$ cat src/opc_regs.svh
/*
 * Register offsets, field positions, reset values and timing counts for
 * the port control register bank.
 * Assumes a 250 MHz core clock and byte addressing on the register bus.
 */
`ifndef OPC_REGS_SVH
`define OPC_REGS_SVH

// ---------------------------------------------------------------------
// Register offsets
// ---------------------------------------------------------------------
`define OPC_OFS_CTRL        16'hc098
`define OPC_OFS_IRQ_STATUS  16'hc09c
`define OPC_OFS_IRQ_MASK    16'hc0a0
`define OPC_ADDR_W          16

// ---------------------------------------------------------------------
// Field positions
// ---------------------------------------------------------------------
`define OPC_BIT_VBUS_PU     13
`define OPC_BIT_RX_OFF      12
`define OPC_BIT_PUMP        11
`define OPC_BIT_VBUS_DIS    10
`define OPC_BIT_DP_PU       9
`define OPC_BIT_DM_PU       8
`define OPC_BIT_DP_PD       7
`define OPC_BIT_DM_PD       6
`define OPC_BIT_VBUS_LVL    2
`define OPC_BIT_ID          1
`define OPC_BIT_VBUS_OK     0
`define OPC_CTRL_MASK       16'h3fc0
`define OPC_STAT_MASK       16'h0007
`define OPC_IRQ_MASK_BITS   16'h0007

// ---------------------------------------------------------------------
// Reset values and timing
// ---------------------------------------------------------------------
`define OPC_CTRL_RESET      16'h0000
`define OPC_IRQ_RESET       16'h0000
`define OPC_CLK_MHZ         250
`define OPC_VBUS_WAIT_US    10
`define OPC_VBUS_WAIT_CYC   (`OPC_VBUS_WAIT_US * `OPC_CLK_MHZ)

`endif

$ cat src/opc_pkg.sv
/*
 * Types shared by the port control register bank.
 * Assumes opc_regs.svh supplies the numeric constants.
 */
package opc_pkg;

	// -----------------------------------------------------------------
	// Analog front end signal groups
	// -----------------------------------------------------------------
	typedef struct packed {
		logic vbus_pu;
		logic rx_off;
		logic pump_on;
		logic vbus_dis;
		logic dp_pu;
		logic dm_pu;
		logic dp_pd;
		logic dm_pd;
	} opc_afe_ctrl_t;

	typedef struct packed {
		logic vbus_lvl;
		logic id_high;
		logic vbus_ok;
	} opc_afe_stat_t;

	typedef enum logic [1:0] {
		OPC_RESP_OKAY   = 2'h0,
		OPC_RESP_SLVERR = 2'h2
	} opc_resp_t;

endpackage : opc_pkg

$ cat src/opc_port_ctrl.sv
/*
 * Control and status register bank for the on-the-go port front end,
 * reached over an AXI4-Lite slave, with a status-change interrupt.
 * Assumes front end status inputs are already synchronous to aclk.
 */
// Notes on behaviour
// - Control register at offset 0xc098; interrupt status at 0xc09c, mask at 0xc0a0.
// - Bit 13 switches the VBUS pull-up.
// - Bit 12 powers down the receiver.
// - Bit 11 turns on the charge pump.
// - Bit 10 connects the VBUS discharge resistor.
// - Bit 9 enables the D+ pull-up.
// - Bit 8 enables the D- pull-up.
// - Bit 7 enables the D+ pull-down.
// - Bit 6 enables the D- pull-down.
// - Bit 2 reads the VBUS logic level.
// - Bit 1 reads the ID pin state.
// - Bit 0 reads the VBUS-valid comparator.
`include "opc_regs.svh"
`timescale 1ns/100ps

module opc_port_ctrl (
	input  wire logic                  aclk,
	input  wire logic                  aresetn,
	input  wire logic [31:0]           s_axi_awaddr,
	input  wire logic                  s_axi_awvalid,
	output logic                       s_axi_awready,
	input  wire logic [31:0]           s_axi_wdata,
	input  wire logic [3:0]            s_axi_wstrb,
	input  wire logic                  s_axi_wvalid,
	output logic                       s_axi_wready,
	output logic [1:0]                 s_axi_bresp,
	output logic                       s_axi_bvalid,
	input  wire logic                  s_axi_bready,
	input  wire logic [31:0]           s_axi_araddr,
	input  wire logic                  s_axi_arvalid,
	output logic                       s_axi_arready,
	output logic [31:0]                s_axi_rdata,
	output logic [1:0]                 s_axi_rresp,
	output logic                       s_axi_rvalid,
	input  wire logic                  s_axi_rready,
	input  wire opc_pkg::opc_afe_stat_t afe_stat,
	output opc_pkg::opc_afe_ctrl_t     afe_ctrl,
	output logic                       irq
);
	import opc_pkg::*;

	// -----------------------------------------------------------------
	// Register decode helpers
	// -----------------------------------------------------------------
	// A four-state base lets the decode results travel on named wires.
	typedef enum logic [1:0] {
		SEL_CTRL,
		SEL_STAT,
		SEL_MASK,
		SEL_NONE
	} opc_sel_t;

	// Decoding is shared by the read and write paths.
	function automatic opc_sel_t opc_decode(input logic [31:0] addr);
		opc_sel_t s;
		s = SEL_NONE;
		if (addr[31:`OPC_ADDR_W] == '0) begin
			case (addr[`OPC_ADDR_W-1:0])
				`OPC_OFS_CTRL:       s = SEL_CTRL;
				`OPC_OFS_IRQ_STATUS: s = SEL_STAT;
				`OPC_OFS_IRQ_MASK:   s = SEL_MASK;
				default:             s = SEL_NONE;
			endcase
		end
		return s;
	endfunction : opc_decode

	// -----------------------------------------------------------------
	// State
	// -----------------------------------------------------------------
	logic [15:0]   ctrl;
	logic [15:0]   irq_status;
	logic [15:0]   irq_mask;
	opc_afe_stat_t stat_q;
	logic          aw_held;
	logic          w_held;
	logic [31:0]   aw_addr;
	logic [31:0]   w_data;
	logic [3:0]    w_strb;

	// Write channels are held separately so they can arrive in any order.
	wire           aw_take    = s_axi_awvalid && s_axi_awready;
	wire           w_take     = s_axi_wvalid && s_axi_wready;
	wire           aw_have    = aw_held || aw_take;
	wire           w_have     = w_held || w_take;
	wire [31:0]    wr_addr    = aw_held ? aw_addr : s_axi_awaddr;
	wire [31:0]    wr_data    = w_held ? w_data : s_axi_wdata;
	wire [3:0]     wr_strb    = w_held ? w_strb : s_axi_wstrb;
	wire           wr_fire    = aw_have && w_have && !s_axi_bvalid;
	wire opc_sel_t wr_sel     = opc_decode(wr_addr);
	wire           wr_lo      = wr_strb[0];
	wire           wr_hi      = wr_strb[1];

	// Byte-lane merge; bits outside the writable mask never change.
	wire [15:0]    lane_mask  = {{8{wr_hi}}, {8{wr_lo}}};
	wire [15:0]    ctrl_bits  = lane_mask & `OPC_CTRL_MASK;
	wire [15:0]    next_ctrl  = (ctrl & ~ctrl_bits) |
	                            (wr_data[15:0] & ctrl_bits);
	wire [15:0]    next_mask  = (irq_mask & ~lane_mask) |
	                            (wr_data[15:0] & lane_mask &
	                             `OPC_IRQ_MASK_BITS);

	// Status changes on any front end line are the interrupt events.
	wire [15:0]    stat_live  = {13'h0000, stat_q};
	wire [15:0]    stat_prev;
	wire [15:0]    stat_event = stat_live ^ stat_prev;
	wire [15:0]    clr_bits   = (wr_fire && wr_sel == SEL_STAT) ?
	                            (wr_data[15:0] & lane_mask) : 16'h0000;
	wire [15:0]    next_irq   = ((irq_status & ~clr_bits) | stat_event) &
	                            `OPC_IRQ_MASK_BITS;
	logic [15:0]   stat_prev_q;
	assign stat_prev = stat_prev_q;

	// Read path: reserved bits and the upper half read as zero.
	wire           rd_fire    = s_axi_arvalid && s_axi_arready;
	wire opc_sel_t rd_sel     = opc_decode(s_axi_araddr);
	wire [15:0]    rd_ctrl    = (ctrl & `OPC_CTRL_MASK) |
	                            (stat_live & `OPC_STAT_MASK);
	wire [15:0]    rd_val     = (rd_sel == SEL_CTRL) ? rd_ctrl :
	                            (rd_sel == SEL_STAT) ? irq_status :
	                            (rd_sel == SEL_MASK) ? irq_mask :
	                            16'h0000;

	// -----------------------------------------------------------------
	// Write address and data capture
	// -----------------------------------------------------------------
	always_ff @(posedge aclk) begin
		if (!aresetn) begin
			aw_held <= 1'b0;
			w_held  <= 1'b0;
			aw_addr <= 32'h0000_0000;
			w_data  <= 32'h0000_0000;
			w_strb  <= 4'h0;
		end else begin
			if (aw_take) begin
				aw_addr <= s_axi_awaddr;
			end
			if (w_take) begin
				w_data <= s_axi_wdata;
				w_strb <= s_axi_wstrb;
			end
			aw_held <= aw_have && !wr_fire;
			w_held  <= w_have && !wr_fire;
		end
	end

	// Ready is offered only while nothing of that channel is waiting.
	always_ff @(posedge aclk) begin
		if (!aresetn) begin
			s_axi_awready <= 1'b0;
			s_axi_wready  <= 1'b0;
		end else begin
			s_axi_awready <= !(aw_have && !wr_fire) && !s_axi_awready;
			s_axi_wready  <= !(w_have && !wr_fire) && !s_axi_wready;
		end
	end

	// -----------------------------------------------------------------
	// Write response
	// -----------------------------------------------------------------
	always_ff @(posedge aclk) begin
		if (!aresetn) begin
			s_axi_bvalid <= 1'b0;
			s_axi_bresp  <= OPC_RESP_OKAY;
		end else if (wr_fire) begin
			s_axi_bvalid <= 1'b1;
			s_axi_bresp  <= (wr_sel == SEL_NONE) ? OPC_RESP_SLVERR
			                                     : OPC_RESP_OKAY;
		end else if (s_axi_bready) begin
			s_axi_bvalid <= 1'b0;
		end
	end

	// -----------------------------------------------------------------
	// Control register and front end drive
	// -----------------------------------------------------------------
	always_ff @(posedge aclk) begin
		if (!aresetn) begin
			ctrl <= `OPC_CTRL_RESET;
		end else if (wr_fire && wr_sel == SEL_CTRL) begin
			ctrl <= next_ctrl;
		end
	end

	// Outputs are registered copies so the analog pins never glitch.
	always_ff @(posedge aclk) begin
		if (!aresetn) begin
			afe_ctrl <= '0;
		end else begin
			afe_ctrl.vbus_pu  <= ctrl[`OPC_BIT_VBUS_PU];
			afe_ctrl.rx_off   <= ctrl[`OPC_BIT_RX_OFF];
			afe_ctrl.pump_on  <= ctrl[`OPC_BIT_PUMP];
			afe_ctrl.vbus_dis <= ctrl[`OPC_BIT_VBUS_DIS];
			afe_ctrl.dp_pu    <= ctrl[`OPC_BIT_DP_PU];
			afe_ctrl.dm_pu    <= ctrl[`OPC_BIT_DM_PU];
			afe_ctrl.dp_pd    <= ctrl[`OPC_BIT_DP_PD];
			afe_ctrl.dm_pd    <= ctrl[`OPC_BIT_DM_PD];
		end
	end

	// -----------------------------------------------------------------
	// Status sampling and interrupt
	// -----------------------------------------------------------------
	// The first sample after reset is the baseline, so no false event.
	logic stat_primed;
	always_ff @(posedge aclk) begin
		if (!aresetn) begin
			stat_q      <= '0;
			stat_prev_q <= 16'h0000;
			stat_primed <= 1'b0;
		end else begin
			stat_q      <= afe_stat;
			stat_primed <= 1'b1;
			stat_prev_q <= stat_primed ? stat_live : {13'h0000, afe_stat};
		end
	end

	// Set wins over a clear arriving in the same cycle.
	always_ff @(posedge aclk) begin
		if (!aresetn) begin
			irq_status <= `OPC_IRQ_RESET;
			irq_mask   <= `OPC_IRQ_RESET;
			irq        <= 1'b0;
		end else begin
			irq_status <= stat_primed ? next_irq :
			              (irq_status & ~clr_bits);
			if (wr_fire && wr_sel == SEL_MASK) begin
				irq_mask <= next_mask;
			end
			irq <= |(irq_status & irq_mask);
		end
	end

	// -----------------------------------------------------------------
	// Read channel
	// -----------------------------------------------------------------
	always_ff @(posedge aclk) begin
		if (!aresetn) begin
			s_axi_arready <= 1'b0;
			s_axi_rvalid  <= 1'b0;
			s_axi_rdata   <= 32'h0000_0000;
			s_axi_rresp   <= OPC_RESP_OKAY;
		end else begin
			s_axi_arready <= !s_axi_rvalid && !s_axi_arready &&
			                 !rd_fire;
			if (rd_fire) begin
				s_axi_rvalid <= 1'b1;
				s_axi_rdata  <= {16'h0000, rd_val};
				s_axi_rresp  <= (rd_sel == SEL_NONE) ? OPC_RESP_SLVERR
				                                     : OPC_RESP_OKAY;
			end else if (s_axi_rready) begin
				s_axi_rvalid <= 1'b0;
			end
		end
	end

endmodule : opc_port_ctrl

$ cat config.mk
export PLATFORM = sky130hd
export DESIGN_NAME = opc_port_ctrl
export DESIGN_NICKNAME = d
export VERILOG_FILES = /design/src/opc_pkg.sv /design/src/opc_port_ctrl.sv
export VERILOG_INCLUDE_DIRS = /design/src
export SDC_FILE = /design/constraint.sdc
export NUM_CORES = 1
export LEC_CHECK = 0
export ABC_AREA = 1
export BUFFER_PORTS_ARGS = -buffer_cell sky130_fd_sc_hd__buf_2
export CORE_MARGIN = 5
export CORE_UTILIZATION = 37
export CTS_CLUSTER_DIAMETER = 60
export DETAILED_ROUTE_END_ITERATION = 10
export HOLD_SLACK_MARGIN = 0.06
export PLACE_DENSITY = 0.58
export RECOVER_POWER = 50
export SYNTH_ARGS = -nofsm -noshare
export SYNTH_HDL_FRONTEND = slang
export SYNTH_SLANG_ARGS = --single-unit
$ cat constraint.sdc
create_clock -name aclk -period 3.1 [get_ports aclk]
set_clock_uncertainty 0.1 [all_clocks]
set_input_delay 0.31 -clock aclk [delete_from_list [all_inputs] [get_ports aclk]]
set_output_delay 0.31 -clock aclk [all_outputs]
set_load 0.02 [all_outputs]
==> impl_metrics.ini, run 1 <==
[status]
outcome = complete, but fails checks
violations = capacitance limit, slew limit

[setup_path]
crit_arrival_ps = 2810
crit_slowest_cell = nor2_1
worst_ep_required_time_ps = 3350
r2r_start = aw_held$_SDFF_PN0_
cp_cell_sequence = buf_2 > nor4_1 > nand3_1 > nor2_1 > nand3_1 > inv_1 > a21oi_1 > nor2_1
path_delay_family = simple AND/OR/NAND/NOR gates
cp-end-kind = flip-flop
reg2reg_slack_ps = 650
critical_path_buf_inv_count = 2
max_stage_delay_ps = 780
rr_worst_depth = 9
path_max_fanout = 13
start_kind = primary input
crit_type = primary input to flip-flop

[synth]
yosysSeqAreaShare_pct = 44.0
synth_seq_cells = 131
synthXorXnorAreaFrac_pct = 0
ys_types = 41
syn_inst = 849
synth-adder-area-share_pct = 0
avgSynthCellArea_um2 = 7.01
synth_area_um2 = 5960
synth_top_family_by_area = simple AND/OR/NAND/NOR gates
yosys.area_share.simple_pct = 29.6
muxShareOfSynthArea_pct = 0
synth_compound_area_share_pct = 14.8
synth_warnings = 0

[route]
drt_first_pass_iters = 5
drt_iter0_drc = 277
avgRoutedWirePerCell_um = 12.4
postRouteAntennaNets = 0
wl_um = 15100
route.detailed.drc = 0
vias = 5538
avgViaCountPerCell = 4.57

[sta]
fmax_mhz = 391
tns_ps = 0
hold_violations = 0
tightest_slew_ps = 1630
slew_violations = 93
grt_setup_unrepaired = false
post-route-period-util_pct = 82.5
finalCriticalPeriod_ps = 2560
slew_headroom_pct = -8.80
setup_viol = 0

[global_route]
grt_pass1_vias = 4904
grt_max_degree = 93
overflow = 0
grt_pass1_wl_um = 23800
antenna_found_initial = 0
grtUsageTotal_pct = 16.0

[clocking]
cts-resized-gates = 0
clock_sinks = 131
cts-hold-fix-buffers = 23
htree_num_levels = 4
cts_root_buffer = clkbuf_16
cts_setup_buffers = 0
clk_pin_slew_worst_paths_ps = 50
clock_path_buffers = 2
cts_made_buffers = 17
cts_tree = done
clock_latency_ps = 420

[run]
maxCapViolations = 1

[finish]
fin_util_pct = 46.8
antennaDiodeCount = 0
fillCellCount = 1636
drive_above_1_share_pct = 15.6
nets = 1094
area_growth_pct = 24.2

[power_and_ir_drop]
internal-power_uw = 3200
switching_share_pct = 24.9
ir_worst_vdd_v = 0.000367
power_frac_seq_pct = 43.0
leakage_uw = 0.00326
pwr-share-comb_pct = 11.7
p_switching_uw = 1060
pwr-share-clk_pct = 45.4
power-per-cell-area_nw_per_um2 = 576

[worst_hold_path]
hold_path_end = aw_addr[8]$_SDFFE_PN0P_
whs_path_depth = 3
hold_path_startpoint = s_axi_awaddr[8]
worstHoldPathType = primary input to flip-flop

[die]
ios = 160
rows = 46
dieHeight_um = 137
coreArea_um2 = 15800
die_x_um = 137
dieArea_um2 = 18700
start_util_pct = 37.6

[place]
port_buffers = 123
hpwl_um = 10600
routabilityCongestion = 0.781
-- worst reg2reg max path, cell delays in order, from the launching register on --
cell,delay (ps)
dfxtp_1,790
inv_6,160
nand2_4,120
nand2_2,50
nor2_2,190
inv_2,110
nor3_4,470
nand3_4,180
nand2_1,100
nand2_1,50
-- synthesized netlist by cell type (all sizes together) --
cell type	number	area, um2
clkinv	3	11.3
nand3b	1	7.51
o22ai	1	6.26
nand3	55	293
conb	1	3.75
a21oi	50	258
nor4	2	12.5
nand2	144	571
inv	93	354
or2	10	62.6
buf	26	208
dfxtp	131	2620
a31oi	6	37.5
nor3	18	106
nor2	155	599
o21bai	3	22.5
nand4	14	93.8
o21a	1	7.51
a41oi	1	8.76
o21ai	91	455
a221oi	4	35.0
nor3b	2	15.0
clkbuf	30	113
o211ai	7	52.6
-- registers in the layout, indices dropped and copies added (netlist names), 2 cells and up, named ones only --
name	count
afe_ctrl	8
w_strb	2
stat_live	3
w_data	16
stat_prev	3
aw_addr	32
irq_status	16
s_axi_rdata	16
irq_mask	13
-- per-stage QoR --
stage / power [uW] / cell area, um2 / std cells / hold slack (ps) / setup slack, ps
after floorplan: 2210 / 6020 / 866 / 238 / 1240
after global placement: 2350 / 6650 / 1158 / 325 / 171
after detailed placement: 2350 / 6650 / 1158 / 327 / 182
after CTS: 4310 / 7450 / 1212 / 60.3 / 605
after global routing: 4470 / 7400 / 1212 / 69.4 / 265
final: 4260 / 7400 / 1212 / 67.9 / 542
-- worst max-delay path by stage --
stage | start | end | slack (ps) | cells after the start
6_report | s_axi_araddr[25] | s_axi_rdata[15]$_SDFFE_PN0P_ | 540 | 8
4_1_cts | aw_held$_SDFF_PN0_ | flip-flop | 600 | 9
3_3_place_gp | s_axi_araddr[25] | s_axi_rdata[15]$_SDFFE_PN0P_ | 170 | 8
3_5_place_dp | s_axi_araddr[25] | s_axi_rdata[14]$_SDFFE_PN0P_ | 180 | 8
2_1_floorplan | s_axi_wready$_SDFF_PN0_ | flip-flop | 1240 | 9
5_1_grt | s_axi_araddr[25] | s_axi_rdata[3]$_SDFFE_PN0P_ | 260 | 8
-- kinds of logic after synthesis --
family / count (synthesis)
compound gates: 164
buf+inv: 152
flops: 131
other cells: 1
simple gates: 401
-- power by group through the flow --
stage	sequential (uW)	combinational, uW	clock [uW]
floorplan	1870	337	0
global placement	1860	482	0
detailed placement	1870	484	0
CTS	1830	508	1970
global route	1840	570	2050
finish	1830	497	1930
-- cells in the final DEF (no fill, tap or decap), types with 4 or more instances in the layout --
cell type      synthesis  layout
clkbuf_16              0      17
conb_1                 1      18
a31oi_1                6       6
o21ai_0               91      91
or2_2                  9       9
clkbuf_1              30      40
nand3_1               53      53
buf_2                  3      90
nand2_1              134     134
nor3_1                16      16
a221oi_1               4       4
a21oi_1               48      48
nand2_2                9       9
buf_4                 18       7
nor2_1               152     152
dfxtp_1              131     131
inv_1                 90      90
nand4_1               13      13
dlygate4sd3_1          0      23
o211ai_1               7       7
-- final cells by class --
| type | count | area [um2] | area share, % |
|---|---|---|---|
| Timing Repair Buffer | 155 | 866 | 11.7 |
| Clock inverter | 5 | 75.1 | 1.01 |
| Sequential cell | 131 | 2620 | 35.4 |
| Clock buffer | 26 | 489 | 6.61 |
| Inverter | 96 | 365 | 4.94 |
| Multi-Input combinational cell | 583 | 2710 | 36.6 |
| Tap cell | 216 | 270 | 3.65 |
-- layer usage --
layer	track usage (%)	vias up	part of all wire, %
li1	-	2977	-
met4	4.99	0	1.0
met2	22.9	134	42
met5	0	-	0
met3	4.38	9	6.1
met1	23.4	2418	51
Power figures use the tool's default switching activity.
==> inputs of run 2 (changes only) <==
- clock period: 3.1 -> 2.6 ns (I/O delays scaled with it)
==> run 2 against run 1 <==
  * The run still ends with capacitance limit, slew limit left
  * Final area up 5.0%
  * Setup slack worse by 310 ps
  * Sequential power up 19%
==> impl_metrics.ini, run 2 (synthesized netlist as in run 1, its figures left out) <==
[finish]
area_growth_pct = 30.4
nets = 1128
fin_util_pct = 49.1
largest_reg_flops = 32
layout_commonest_cell = nor2_1
drive_above_1_share_pct = 16.2
largest-register = aw_addr
antennaDiodeCount = 0
mostFrequentLayoutCells = nor2_1 (152), nand2_1 (134), dfxtp_1 (131)

[clocking]
cts-resized-gates = 0
cts_tree = done
htree_num_levels = 4
cts_setup_buffers = 0
clk_pin_slew_worst_paths_ps = 60
cts_made_buffers = 17
cts_root_buffer = clkbuf_16
clock_sinks = 131
clock_latency_ps = 420
clock_path_buffers = 2
cts-hold-fix-buffers = 51

[global_route]
grt_max_degree = 93
grt_util_met1_pct = 23.5
antenna_found_initial = 0
met3_usage_pct = 4.08
busiest_layer = met2
grt_pass1_wl_um = 25100
use_met2_pct = 25.6
grtUsageTotal_pct = 16.8
grt_pass1_vias = 5223
overflow = 0

[route]
wl_um = 15500
avgViaCountPerCell = 4.57
avgRoutedWirePerCell_um = 12.4
drt_first_pass_iters = 4
drt_iter0_drc = 346
postRouteAntennaNets = 0
route.detailed.drc = 0
vias = 5701

[setup_path]
rr_worst_depth = 9
worst_ep_required_time_ps = 2780
path_max_fanout = 18
reg2reg_slack_ps = 230
start_kind = flip-flop
cp_cell_sequence = nand2_1 > nand2_1 > nand2_1 > nor2_4 > nand2_2 > nor2_1 > nand4_2 > a21oi_2 > nor3_1
crit_arrival_ps = 2550
crit_type = flip-flop to flip-flop
cp-end-kind = flip-flop
max_stage_delay_ps = 780
crit_top_cell = nand2_1
r2r_start = aw_held$_SDFF_PN0_
r2r_end = irq_mask[10]$_SDFFE_PN0P_
crit_slowest_cell = dfxtp_1

[sta]
slew_violations = 93
finalCriticalPeriod_ps = 2370
slew_headroom_pct = -10.9
grt_setup_unrepaired = false
hold_violations = 0
tightest_slew_ps = 1660
whs_ps = 71.8
setup_viol = 0
fmax_mhz = 423
post-route-period-util_pct = 91.0
tns_ps = 0

[place]
hpwl_um = 10700
port_buffers = 123
routabilityCongestion = 0.766

[die]
coreArea_um2 = 15800
die_x_um = 137
dieArea_um2 = 18700
ios = 160
dieHeight_um = 137
start_util_pct = 37.6
rows = 46

[power_and_ir_drop]
power-per-cell-area_nw_per_um2 = 676
internal-power_uw = 3910
switching_share_pct = 25.5
p_switching_uw = 1340
ir_worst_vdd_v = 0.000461
power_frac_seq_pct = 41.6
leakage_uw = 0.00343
pwr-share-clk_pct = 46.2
pwr-share-comb_pct = 12.2

[status]
outcome = complete, but fails checks
violations = capacitance limit, slew limit

[run]
maxCapViolations = 1

[worst_hold_path]
worstHoldPathType = primary input to flip-flop
whs_path_depth = 3
hold_path_end = aw_addr[2]$_SDFFE_PN0P_
hold_path_startpoint = s_axi_awaddr[2]
[run 2: changes by cell type in the layout (fill, tap and decap cells not counted)]
cell,delta
clkbuf_1,-5
dlygate4sd3_1,+28
clkinv_4,+2
buf_4,+7
inv_6,+2
clkbuf_8,-2
bufinv_16,+1
clkinvlp_4,+2
[run 2: how the worst max path moves through the flow]
stage | slack, ps | end | startpoint | cells after the start
final | 230 | irq_mask[10]$_SDFFE_PN0P_ | aw_held$_SDFF_PN0_ | 9
after global routing | 2 | irq_mask[9]$_SDFFE_PN0P_ | aw_held$_SDFF_PN0_ | 9
after CTS | 220 | irq_mask[10]$_SDFFE_PN0P_ | aw_held$_SDFF_PN0_ | 9
after detailed placement | 220 | irq_mask[15]$_SDFFE_PN0P_ | aw_held$_SDFF_PN0_ | 9
after global placement | 200 | irq_mask[15]$_SDFFE_PN0P_ | aw_held$_SDFF_PN0_ | 9
after floorplan | 740 | flip-flop | s_axi_wready$_SDFF_PN0_ | 9
[run 2: worst max-delay path: cells and delay by family, from the launching register on]
| family | cells | cell delay (ps) |
|---|---|---|
| AOI/OAI and AO/OA | 1 | 440 |
| DFF | 1 | 780 |
| and+or+nand+nor | 8 | 910 |
[run 2: power by group through the flow]
stage / clock network (uW) / logic, uW / registers (uW)
floorplan: 0 / 402 / 2240
global placement: 0 / 583 / 2220
detailed placement: 0 / 588 / 2220
CTS: 2470 / 649 / 2180
global route: 2580 / 728 / 2200
finish: 2430 / 640 / 2180
[run 2: metal layers]
metal	vias up	wire length [um]
met2	147	6700
li1	3047	-
met4	0	195
met5	-	0
met1	2488	7640
met3	19	990
[run 2: stage by stage]
step / total power [uW] / setup WS, ps / instance area (um2) / instances
finish: 5250 / 234 / 7770 / 1247
global route: 5500 / 1.85 / 7770 / 1247
CTS: 5300 / 216 / 7810 / 1247
detailed placement: 2810 / 219 / 6700 / 1164
global placement: 2810 / 196 / 6700 / 1164
floorplan: 2640 / 740 / 6020 / 866
[run 2: cell type report]
cell class | count | area, um2
clock buffer | 20 | 447
clock inverter | 12 | 155
fill | 1614 | 8060
inverter | 96 | 365
multi-input combinational | 583 | 2710
sequential | 131 | 2620
tap | 216 | 270
timing repair buffer | 189 | 1190
